--- config.mk ---
export PLATFORM = sky130hd
export DESIGN_NAME = fbsc_host
export DESIGN_NICKNAME = d
export VERILOG_FILES = /design/src/fbsc_bus_cycle.v /design/src/fbsc_host.v
export VERILOG_INCLUDE_DIRS = /design/src
export SDC_FILE = /design/constraint.sdc
export NUM_CORES = 1
export LEC_CHECK = 0
export ABC_AREA = 0
export BUFFER_PORTS_ARGS = -buffer_cell sky130_fd_sc_hd__buf_4
export CAP_MARGIN = 20
export CORE_ASPECT_RATIO = 1.25
export CORE_UTILIZATION = 60
export DETAILED_ROUTE_END_ITERATION = 10
export HOLD_SLACK_MARGIN = 0.15
export PLACE_DENSITY = 0.79
export SLEW_MARGIN = 40
export SYNTH_ARGS = -nofsm -noshare
export SYNTH_HDL_FRONTEND = slang
export SYNTH_HIERARCHICAL = 1
export SYNTH_SLANG_ARGS = --single-unit
--- constraint.sdc ---
create_clock -name CORE_CLK -period 18 [get_ports CORE_CLK]
set_input_delay 3.6 -clock CORE_CLK [delete_from_list [all_inputs] [get_ports CORE_CLK]]
set_output_delay 3.6 -clock CORE_CLK [all_outputs]
set_load 0.01 [all_outputs]
--- src/fbsc_defs.vh ---
// Purpose: Constants for the flash bypass and sector check host controller
// Assumes: x16 flash bus, word addressing
// Notes:   Times in ns, counts in CORE_CLK cycles at 4 ns
`ifndef FBSC_DEFS_VH
`define FBSC_DEFS_VH
`define FBSC_UNLOCK1_ADDR   12'h0555
`define FBSC_UNLOCK2_ADDR   12'h02AA
`define FBSC_UNLOCK1_DATA   16'h00AA
`define FBSC_UNLOCK2_DATA   16'h0055
`define FBSC_BYP_ENTRY      16'h0020
`define FBSC_BYP_PROG       16'h00A0
`define FBSC_BYP_EXIT1      16'h0090
`define FBSC_BYP_EXIT2      16'h0000
`define FBSC_EES_CMD        16'h0035
`define FBSC_BLANK_CMD      16'h0033
`define FBSC_SR_READ_CMD    16'h0070
`define FBSC_SR_CLEAR_CMD   16'h0071
`define FBSC_BUF_WRITE_CMD  16'h0025
`define FBSC_BUF_CONF_CMD   16'h0029
`define FBSC_ABORT_RST_CMD  16'h00F0
`define FBSC_SR_READY_BIT   7
`define FBSC_SR_FAIL_BIT    5
`define FBSC_CLK_NS         4
`define FBSC_WE_LOW_NS      40
`define FBSC_RD_ACC_NS      100
`define FBSC_WE_LOW_CYC     ((`FBSC_WE_LOW_NS + `FBSC_CLK_NS - 1) / `FBSC_CLK_NS)
`define FBSC_RD_ACC_CYC     ((`FBSC_RD_ACC_NS + `FBSC_CLK_NS - 1) / `FBSC_CLK_NS)
`endif

--- src/fbsc_bus_cycle.v ---
// Purpose: One asynchronous flash write or read cycle on the parallel bus
// Assumes: Inputs synchronous to clk; flash data read back after fixed access time
// Notes:   Data pins split into in, out and active-low output enable
`timescale 1ns/1ps
`include "fbsc_defs.vh"
module fbsc_bus_cycle #(
   parameter AW = 26,
   parameter WE_CYC = `FBSC_WE_LOW_CYC,
   parameter RD_CYC = `FBSC_RD_ACC_CYC
) (
   input  wire          clk,
   input  wire          rst_n,
   input  wire          start,
   input  wire          is_write,
   input  wire [AW-1:0] addr,
   input  wire [15:0]   wdata,
   input  wire [15:0]   dq_in,
   output reg           done_ff,
   output reg  [15:0]   rdata_ff,
   output reg  [AW-1:0] a_ff,
   output reg  [15:0]   dq_out_ff,
   output reg           dq_oe_n_ff,
   output reg           ce_n_ff,
   output reg           we_n_ff,
   output reg           oe_n_ff
);
   reg [7:0] cnt_ff;
   reg       busy_ff;
   // Strobe timing; one cycle holds address past the strobe edge
   always @(posedge clk or negedge rst_n) begin
      if (!rst_n) begin
         cnt_ff     <= 8'h00;
         busy_ff    <= 1'b0;
         done_ff    <= 1'b0;
         rdata_ff   <= 16'h0000;
         a_ff       <= {AW{1'b0}};
         dq_out_ff  <= 16'h0000;
         dq_oe_n_ff <= 1'b1;
         ce_n_ff    <= 1'b1;
         we_n_ff    <= 1'b1;
         oe_n_ff    <= 1'b1;
      end else begin
         done_ff <= 1'b0;
         if (!busy_ff) begin
            if (start) begin
               busy_ff    <= 1'b1;
               a_ff       <= addr;
               dq_out_ff  <= wdata;
               dq_oe_n_ff <= ~is_write;
               ce_n_ff    <= 1'b0;
               we_n_ff    <= ~is_write;
               oe_n_ff    <= is_write;
               cnt_ff     <= is_write ? WE_CYC[7:0] : RD_CYC[7:0];
            end
         end else if (cnt_ff != 8'h00) begin
            cnt_ff <= cnt_ff - 8'h01;
         end else begin
            // Sample read data before releasing the strobes
            if (!oe_n_ff)
               rdata_ff <= dq_in;
            busy_ff    <= 1'b0;
            done_ff    <= 1'b1;
            ce_n_ff    <= 1'b1;
            we_n_ff    <= 1'b1;
            oe_n_ff    <= 1'b1;
            dq_oe_n_ff <= 1'b1;
         end
      end
   end
endmodule

--- src/fbsc_host.v ---
// Purpose: Host controller issuing unlock bypass, erase status and blank check sequences
// Assumes: One command at a time; user waits for CMD_DONE before the next
// Notes:   Device registers are reached only through flash command cycles
`timescale 1ns/1ps
`include "fbsc_defs.vh"
module fbsc_host #(
   parameter AW = 26,
   parameter SECT_LSB = 16,
   parameter BUF_MAX = 256
) (
   input  wire          CORE_CLK,
   input  wire          RST_N,
   input  wire          CMD_VALID,
   input  wire [3:0]    CMD_OP,
   input  wire [AW-1:0] CMD_ADDR,
   input  wire [15:0]   CMD_DATA,
   input  wire [8:0]    CMD_COUNT,
   input  wire          DATA_VALID,
   input  wire [15:0]   DQ_IN,
   input  wire          RDY_BUSY,
   input  wire          ACCEL_HV,
   output reg           CMD_READY,
   output reg           DATA_READY,
   output reg           CMD_DONE,
   output reg  [15:0]   RESULT,
   output reg           SECTOR_FAIL,
   output reg           IN_BYPASS,
   output reg  [AW-1:0] FL_ADDR,
   output reg  [15:0]   DQ_OUT,
   output reg           DQ_OE_N,
   output reg           CE_N,
   output reg           WE_N,
   output reg           OE_N
);
   // User operations
   localparam OP_ENTER = 4'h0, OP_PROG = 4'h1, OP_BUF = 4'h2, OP_EXIT = 4'h3;
   localparam OP_EES = 4'h4, OP_BLANK = 4'h5, OP_SRCLR = 4'h6, OP_ABORT = 4'h7;
   localparam OP_READ = 4'h8;
   // States
   localparam S_IDLE = 3'd0, S_SEQ = 3'd1, S_BUF = 3'd2, S_POLL = 3'd3;
   localparam S_SRD = 3'd4, S_FIN = 3'd5;

   reg  [1:0]    rst_sync_ff;
   wire          rst_n = rst_sync_ff[1];
   reg  [2:0]    st_ff;
   reg  [3:0]    op_ff;
   reg  [2:0]    step_ff;
   reg  [AW-1:0] addr_ff;
   reg  [15:0]   data_ff;
   reg  [8:0]    left_ff;
   reg           bypass_ff;
   reg           eac_busy_ff;
   reg           start_ff;
   reg           wr_ff;
   reg  [AW-1:0] baddr_ff;
   reg  [15:0]   bdata_ff;
   wire          bdone;
   wire [15:0]   brdata;
   wire [AW-1:0] pa;
   wire [15:0]   pd;
   wire          poe, pce, pwe, ppoe;

   // Sector base plus a word offset
   function [AW-1:0] sect_off;
      input [AW-1:0] a;
      input [11:0]   off;
      begin
         sect_off = {a[AW-1:SECT_LSB], {SECT_LSB{1'b0}}} | {{(AW-12){1'b0}}, off};
      end
   endfunction

   // Reset release through two flops
   always @(posedge CORE_CLK or negedge RST_N) begin
      if (!RST_N)
         rst_sync_ff <= 2'b00;
      else
         rst_sync_ff <= {rst_sync_ff[0], 1'b1};
   end

   fbsc_bus_cycle #(.AW(AW)) u_cyc (
      .clk        (CORE_CLK),
      .rst_n      (rst_n),
      .start      (start_ff),
      .is_write   (wr_ff),
      .addr       (baddr_ff),
      .wdata      (bdata_ff),
      .dq_in      (DQ_IN),
      .done_ff    (bdone),
      .rdata_ff   (brdata),
      .a_ff       (pa),
      .dq_out_ff  (pd),
      .dq_oe_n_ff (poe),
      .ce_n_ff    (pce),
      .we_n_ff    (pwe),
      .oe_n_ff    (ppoe)
   );

   // Pins registered once more so top outputs come from flops
   always @(posedge CORE_CLK or negedge rst_n) begin
      if (!rst_n) begin
         FL_ADDR <= {AW{1'b0}};
         DQ_OUT  <= 16'h0000;
         DQ_OE_N <= 1'b1;
         CE_N    <= 1'b1;
         WE_N    <= 1'b1;
         OE_N    <= 1'b1;
      end else begin
         FL_ADDR <= pa;
         DQ_OUT  <= pd;
         DQ_OE_N <= poe;
         CE_N    <= pce;
         WE_N    <= pwe;
         OE_N    <= ppoe;
      end
   end

   // Sequencer: one bus cycle per step, next step on its completion
   always @(posedge CORE_CLK or negedge rst_n) begin
      if (!rst_n) begin
         st_ff <= S_IDLE; op_ff <= 4'h0; step_ff <= 3'd0;
         addr_ff <= {AW{1'b0}}; data_ff <= 16'h0000; left_ff <= 9'h000;
         bypass_ff <= 1'b0; eac_busy_ff <= 1'b0;
         start_ff <= 1'b0; wr_ff <= 1'b0;
         baddr_ff <= {AW{1'b0}}; bdata_ff <= 16'h0000;
         CMD_READY <= 1'b0; DATA_READY <= 1'b0; CMD_DONE <= 1'b0;
         RESULT <= 16'h0000; SECTOR_FAIL <= 1'b0; IN_BYPASS <= 1'b0;
      end else begin
         start_ff <= 1'b0;
         CMD_DONE <= 1'b0;
         DATA_READY <= 1'b0;
         IN_BYPASS <= bypass_ff | ACCEL_HV;
         case (st_ff)
         S_IDLE: begin
            CMD_READY <= 1'b1;
            if (CMD_VALID && CMD_READY) begin
               CMD_READY <= 1'b0;
               op_ff <= CMD_OP; addr_ff <= CMD_ADDR;
               data_ff <= CMD_DATA; left_ff <= CMD_COUNT;
               step_ff <= 3'd0;
               // Checks refused while an operation is running or a failed check holds RDY_BUSY low
               if ((CMD_OP == OP_EES || CMD_OP == OP_BLANK) && (eac_busy_ff || !RDY_BUSY))
                  st_ff <= S_FIN;
               // Count past the buffer depth refused, the word loader would stall on it
               else if (CMD_OP == OP_BUF && CMD_COUNT >= BUF_MAX[8:0])
                  st_ff <= S_FIN;
               else
                  st_ff <= S_SEQ;
            end
         end
         S_SEQ: begin
            if (!start_ff && step_ff[0] == 1'b0) begin
               start_ff <= 1'b1;
               wr_ff    <= 1'b1;
               step_ff  <= step_ff | 3'd1;
               case (op_ff)
               OP_ENTER: begin
                  baddr_ff <= (step_ff == 3'd2) ? sect_off(addr_ff, `FBSC_UNLOCK2_ADDR)
                                                : sect_off(addr_ff, `FBSC_UNLOCK1_ADDR);
                  bdata_ff <= (step_ff == 3'd0) ? `FBSC_UNLOCK1_DATA :
                              (step_ff == 3'd2) ? `FBSC_UNLOCK2_DATA : `FBSC_BYP_ENTRY;
               end
               OP_PROG: begin
                  baddr_ff <= addr_ff;
                  bdata_ff <= (step_ff == 3'd0) ? `FBSC_BYP_PROG : data_ff;
               end
               OP_BUF: begin
                  baddr_ff <= addr_ff;
                  bdata_ff <= (step_ff == 3'd0) ? `FBSC_BUF_WRITE_CMD
                                                : {7'h00, left_ff};
               end
               OP_EXIT: begin
                  baddr_ff <= addr_ff;
                  bdata_ff <= (step_ff == 3'd0) ? `FBSC_BYP_EXIT1 : `FBSC_BYP_EXIT2;
               end
               OP_EES, OP_BLANK: begin
                  baddr_ff <= sect_off(addr_ff, `FBSC_UNLOCK1_ADDR);
                  bdata_ff <= (op_ff == OP_EES) ? `FBSC_EES_CMD : `FBSC_BLANK_CMD;
               end
               OP_SRCLR: begin
                  baddr_ff <= addr_ff;
                  bdata_ff <= `FBSC_SR_CLEAR_CMD;
               end
               OP_ABORT: begin
                  baddr_ff <= (step_ff == 3'd2) ? sect_off(addr_ff, `FBSC_UNLOCK2_ADDR)
                                                : sect_off(addr_ff, `FBSC_UNLOCK1_ADDR);
                  bdata_ff <= (step_ff == 3'd0) ? `FBSC_UNLOCK1_DATA :
                              (step_ff == 3'd2) ? `FBSC_UNLOCK2_DATA : `FBSC_ABORT_RST_CMD;
               end
               default: begin // Plain array read
                  wr_ff    <= 1'b0;
                  baddr_ff <= addr_ff;
                  bdata_ff <= 16'h0000;
               end
               endcase
            end else if (bdone) begin
               step_ff <= step_ff + 3'd1;
               case (op_ff)
               OP_ENTER: if (step_ff == 3'd5) begin
                  bypass_ff <= 1'b1;
                  st_ff <= S_FIN;
               end
               OP_ABORT: if (step_ff == 3'd5) st_ff <= S_FIN;
               OP_PROG: if (step_ff == 3'd3) begin
                  eac_busy_ff <= 1'b1;
                  st_ff <= S_POLL;
               end
               OP_BUF: if (step_ff == 3'd3) st_ff <= S_BUF;
               OP_EXIT: if (step_ff == 3'd3) begin
                  bypass_ff <= 1'b0;
                  st_ff <= S_FIN;
               end
               OP_EES, OP_BLANK: begin
                  eac_busy_ff <= 1'b1; // flags the check running; gates new checks only, not array reads
                  st_ff <= S_POLL;
               end
               OP_SRCLR: begin
                  SECTOR_FAIL <= 1'b0;
                  st_ff <= S_FIN;
               end
               default: begin
                  RESULT <= brdata;
                  st_ff <= S_FIN;
               end
               endcase
            end
         end
         S_BUF: begin
            // Loads address/data pairs, then confirm; stalls on DATA_VALID
            if (!start_ff && !step_ff[0]) begin
               if (left_ff[8] == 1'b0 || left_ff == 9'h1FF) begin
                  if (left_ff == 9'h1FF) begin
                     start_ff <= 1'b1; wr_ff <= 1'b1; step_ff <= 3'd1;
                     baddr_ff <= addr_ff; bdata_ff <= `FBSC_BUF_CONF_CMD;
                  end else if (DATA_VALID) begin
                     DATA_READY <= 1'b1;
                     start_ff <= 1'b1; wr_ff <= 1'b1; step_ff <= 3'd1;
                     baddr_ff <= CMD_ADDR; bdata_ff <= CMD_DATA;
                  end
               end
            end else if (bdone) begin
               step_ff <= 3'd0;
               if (left_ff == 9'h1FF) begin
                  eac_busy_ff <= 1'b1;
                  st_ff <= S_POLL;
               end else
                  left_ff <= left_ff - 9'h001;
            end
         end
         S_POLL: begin
            // Wait ready via status bit 7 only, RDY_BUSY is not polled; pin stays low on failure
            if (!start_ff && !step_ff[0]) begin
               start_ff <= 1'b1; wr_ff <= 1'b1; step_ff <= 3'd1;
               baddr_ff <= addr_ff; bdata_ff <= `FBSC_SR_READ_CMD;
               st_ff <= S_SRD;
            end
         end
         S_SRD: begin
            if (bdone && wr_ff) begin
               start_ff <= 1'b1; wr_ff <= 1'b0;
            end else if (bdone) begin
               if (brdata[`FBSC_SR_READY_BIT]) begin
                  RESULT <= brdata;
                  // bit 5 carries the failure; host must reerase
                  SECTOR_FAIL <= brdata[`FBSC_SR_FAIL_BIT];
                  eac_busy_ff <= 1'b0;
                  st_ff <= S_FIN;
               end else begin
                  step_ff <= 3'd0;
                  st_ff <= S_POLL;
               end
            end
         end
         default: begin
            // commands are not screened against bypass_ff; any op is issued in bypass
            CMD_DONE <= 1'b1;
            st_ff <= S_IDLE;
         end
         endcase
      end
   end
endmodule

==> summary.txt <==
Residual DRC count: 0
Cell family with most CP delay: buffers and inverters
Final setup fails: 0
Die Span Y: 151 um
Post-Syn Area per Cell: 10.8 um^2
Ys flop type: dfrtp_1
Final period util: 0.264
Die X-Extent: 121 um
Final instance area: 12700 um^2
Fin util: 0.729
Core ar.: 17400 um^2
Slew HR: 0.491
Ys Warns: 6
Routed Antenna Nets: 0
Sum Neg Setup Slack: 0 ps
Yosys cell types: 76
Hold Path Class: reg -> async
Post-CTS resize count: 0
# hold bufs at CTS: 0
Total track usage: 0.282
PwrDens: 86.5 nW/um^2
Total power: 1.10 mW
Critical Path RT: 18390 ps
WS Path Type: in -> reg
Vias: 7864
Critical Path Fanout Max: 37
Die area: 18300 um^2
GP Congestion: 0.929
Final min period: 4750 ps
Diode count: 0
Num CTS Buffers: 23
Max Freq: 210 MHz
Startpoint Class: primary input
Status: finished, final reports clean
Gate Count Post-Synth: 982
Syn nets: 1067
Post-synth ARST share: 1.00
Worst path most repeated cell: buf_4
Max rail drop VDD: 0.0000703 V
Layout cells sized above 1: 0.260
Clock sink count: 247
Post-DP HPWL: 16200 um
IO Port Bufs: 143
First-pass GRT wire length: 40000 um
Sequential element share of the synthesized area: 0.582
Number of flops mapped to enable cells by yosys: 0
CP Launch Point: CMD_VALID
DRT iter0 DRCs: 491
Worst path max stage delay: 520 ps
P_leak: 5.90 nW
Initial antenna violation count: 0
Crit end category: register
Mapped Area: 10600 um^2
Crit path buffers/inverters: 2
Max cap viols: 0
Worst slew pin tran: 763 ps
Clock Tree Buf Depth: 3
Fin. max-slew vios: 0
CTS tree: built
Largest net degree at the start of global routing: 114
Worst path cell trace: buf_4 -> nand2_1 -> nor2b_4 -> buf_4 -> mux2_2
CP arrival: 5140 ps
Drt wl/cell: 18.7 um
Clock Pin Slew Worst Setup and Hold Paths: 70 ps
Number of H-tree levels: 1
Post-CTS setup buffers: 0
Initial Util: 0.610
Total Wirelength: 25100 um
Placed cell area: 11900 um^2
Area Growth Syn to Fin: 19.5%
Clock Latency Late Sink: 510 ps
Grt ovf: 0
Number of global-route vias before repair: 7754
Via density: 5.86
RSZ-0062 raised after global routing: no
Reg2reg start: st_ff[2]
Critical path's slowest cell: buf_4
Nets: 1187
Worst Skew: 14.2 ps
Hold Fails Final Rpt: 0
Synth Register Bits: 247
Drt first pass iters: 4
I/O pins: 144
Clock root cell: clkbuf_16
Cell Rows: 54
state kept, by name, summed over array words and instances, names as in the netlist, 4 cells and up:
signal	count
bdata_ff	16
left_ff	9
op_ff	4
DQ_OUT	16
addr_ff	26
u_cyc/cnt_ff	8
u_cyc/rdata_ff	16
u_cyc/dq_out_ff	16
data_ff	16
baddr_ff	26
u_cyc/a_ff	26
RESULT	16
FL_ADDR	26
path summary, 6_finish.rpt:
kind | to | slack, ps | depth (start not counted)
setup reg to reg | baddr_ff[13] | 15210 | 6
hold / removal | addr_ff[8] | 220 | 0
min in group CORE_CLK | rst_sync_ff[1] | 350 | 0
max in group asynchronous | rst_sync_ff[1] | 15030 | 1
setup / recovery | addr_ff[15] | 13250 | 5
hold reg to reg | addr_ff[8] | 220 | 0
per-layer routing:
metal,share of wire,track usage
met2,0.50,0.487
met4,0.032,0.117
met1,0.41,0.361
met5,0,0
met3,0.052,0.0350
synth_stat cells, types with 6 or more instances:
library cell	n	area (um^2)
and2_1	6	37.5
o21ai_0	39	195
o22ai_1	13	81.3
mux2_1	11	124
nand3_1	13	65.1
nor2_1	69	259
buf_2	17	85.1
mux2_4	10	150
nor3_1	11	55.1
nand2b_1	14	87.6
a211oi_1	9	67.6
o31a_1	7	61.3
a21oi_1	38	190
mux2_2	64	721
o21ai_1	14	70.1
nand2_1	197	739
a31oi_1	22	138
o31ai_1	10	75.1
a221oi_1	7	61.3
inv_1	15	56.3
dfrtp_1	240	6010
dfstp_2	7	184
clkbuf_1	31	116
ha_1	8	100
nor2b_1	13	81.3
power by group:
group          switching [mW]  total [mW]  internal (mW)
Clock                   0.202       0.516          0.313
Combinational          0.0150      0.0282         0.0132
Sequential           0.000962       0.556          0.555
Total                   0.218        1.10          0.882
stage by stage:
step	hold WS (ps)	setup WS (ps)	std cells
2_1_floorplan	331	10620	982
3_3_place_gp	337	12800	1297
3_5_place_dp	340	12760	1300
4_1_cts	354	13250	1341
5_1_grt	239	13200	1342
6_report	215	13250	1342
cells by family after synthesis:
| logic type | share of synthesized area |
|---|---|
| xor+xnor | 0.00165 |
| simple gates | 0.155 |
| other cells | 0.000353 |
| fa+ha+maj | 0.00941 |
| compound gates | 0.120 |
| buf+inv | 0.0325 |
| mux | 0.0982 |
| flops | 0.582 |
cells in the final DEF (no fill, tap or decap), types with 11 or more instances in the layout:
cell	count
a21oi_1	38
a31oi_1	22
buf_4	147
clkbuf_16	23
dfrtp_1	239
inv_1	15
mux2_1	11
mux2_2	64
nand2_1	197
nand2b_1	12
nand3_1	13
nor2_1	69
nor2b_1	11
nor3_1	11
o21ai_0	39
o21ai_1	14
o22ai_1	13
worst reg2reg max path, cell delays in order, from the launching register on:
cell,delay [ps]
dfrtp_1,830
nand2b_2,570
o21ai_1,200
a311oi_4,310
buf_4,470
nor2_1,130
a31oi_1,190
cell type report:
cell class	count	area, um^2
inverter	16	60.1
fill	1247	4720
clock buffer	31	656
tap	224	280
sequential	247	6190
multi-input combinational	662	4150
clock inverter	10	158
timing repair buffer	152	1210
Power figures use the tool's default switching activity.
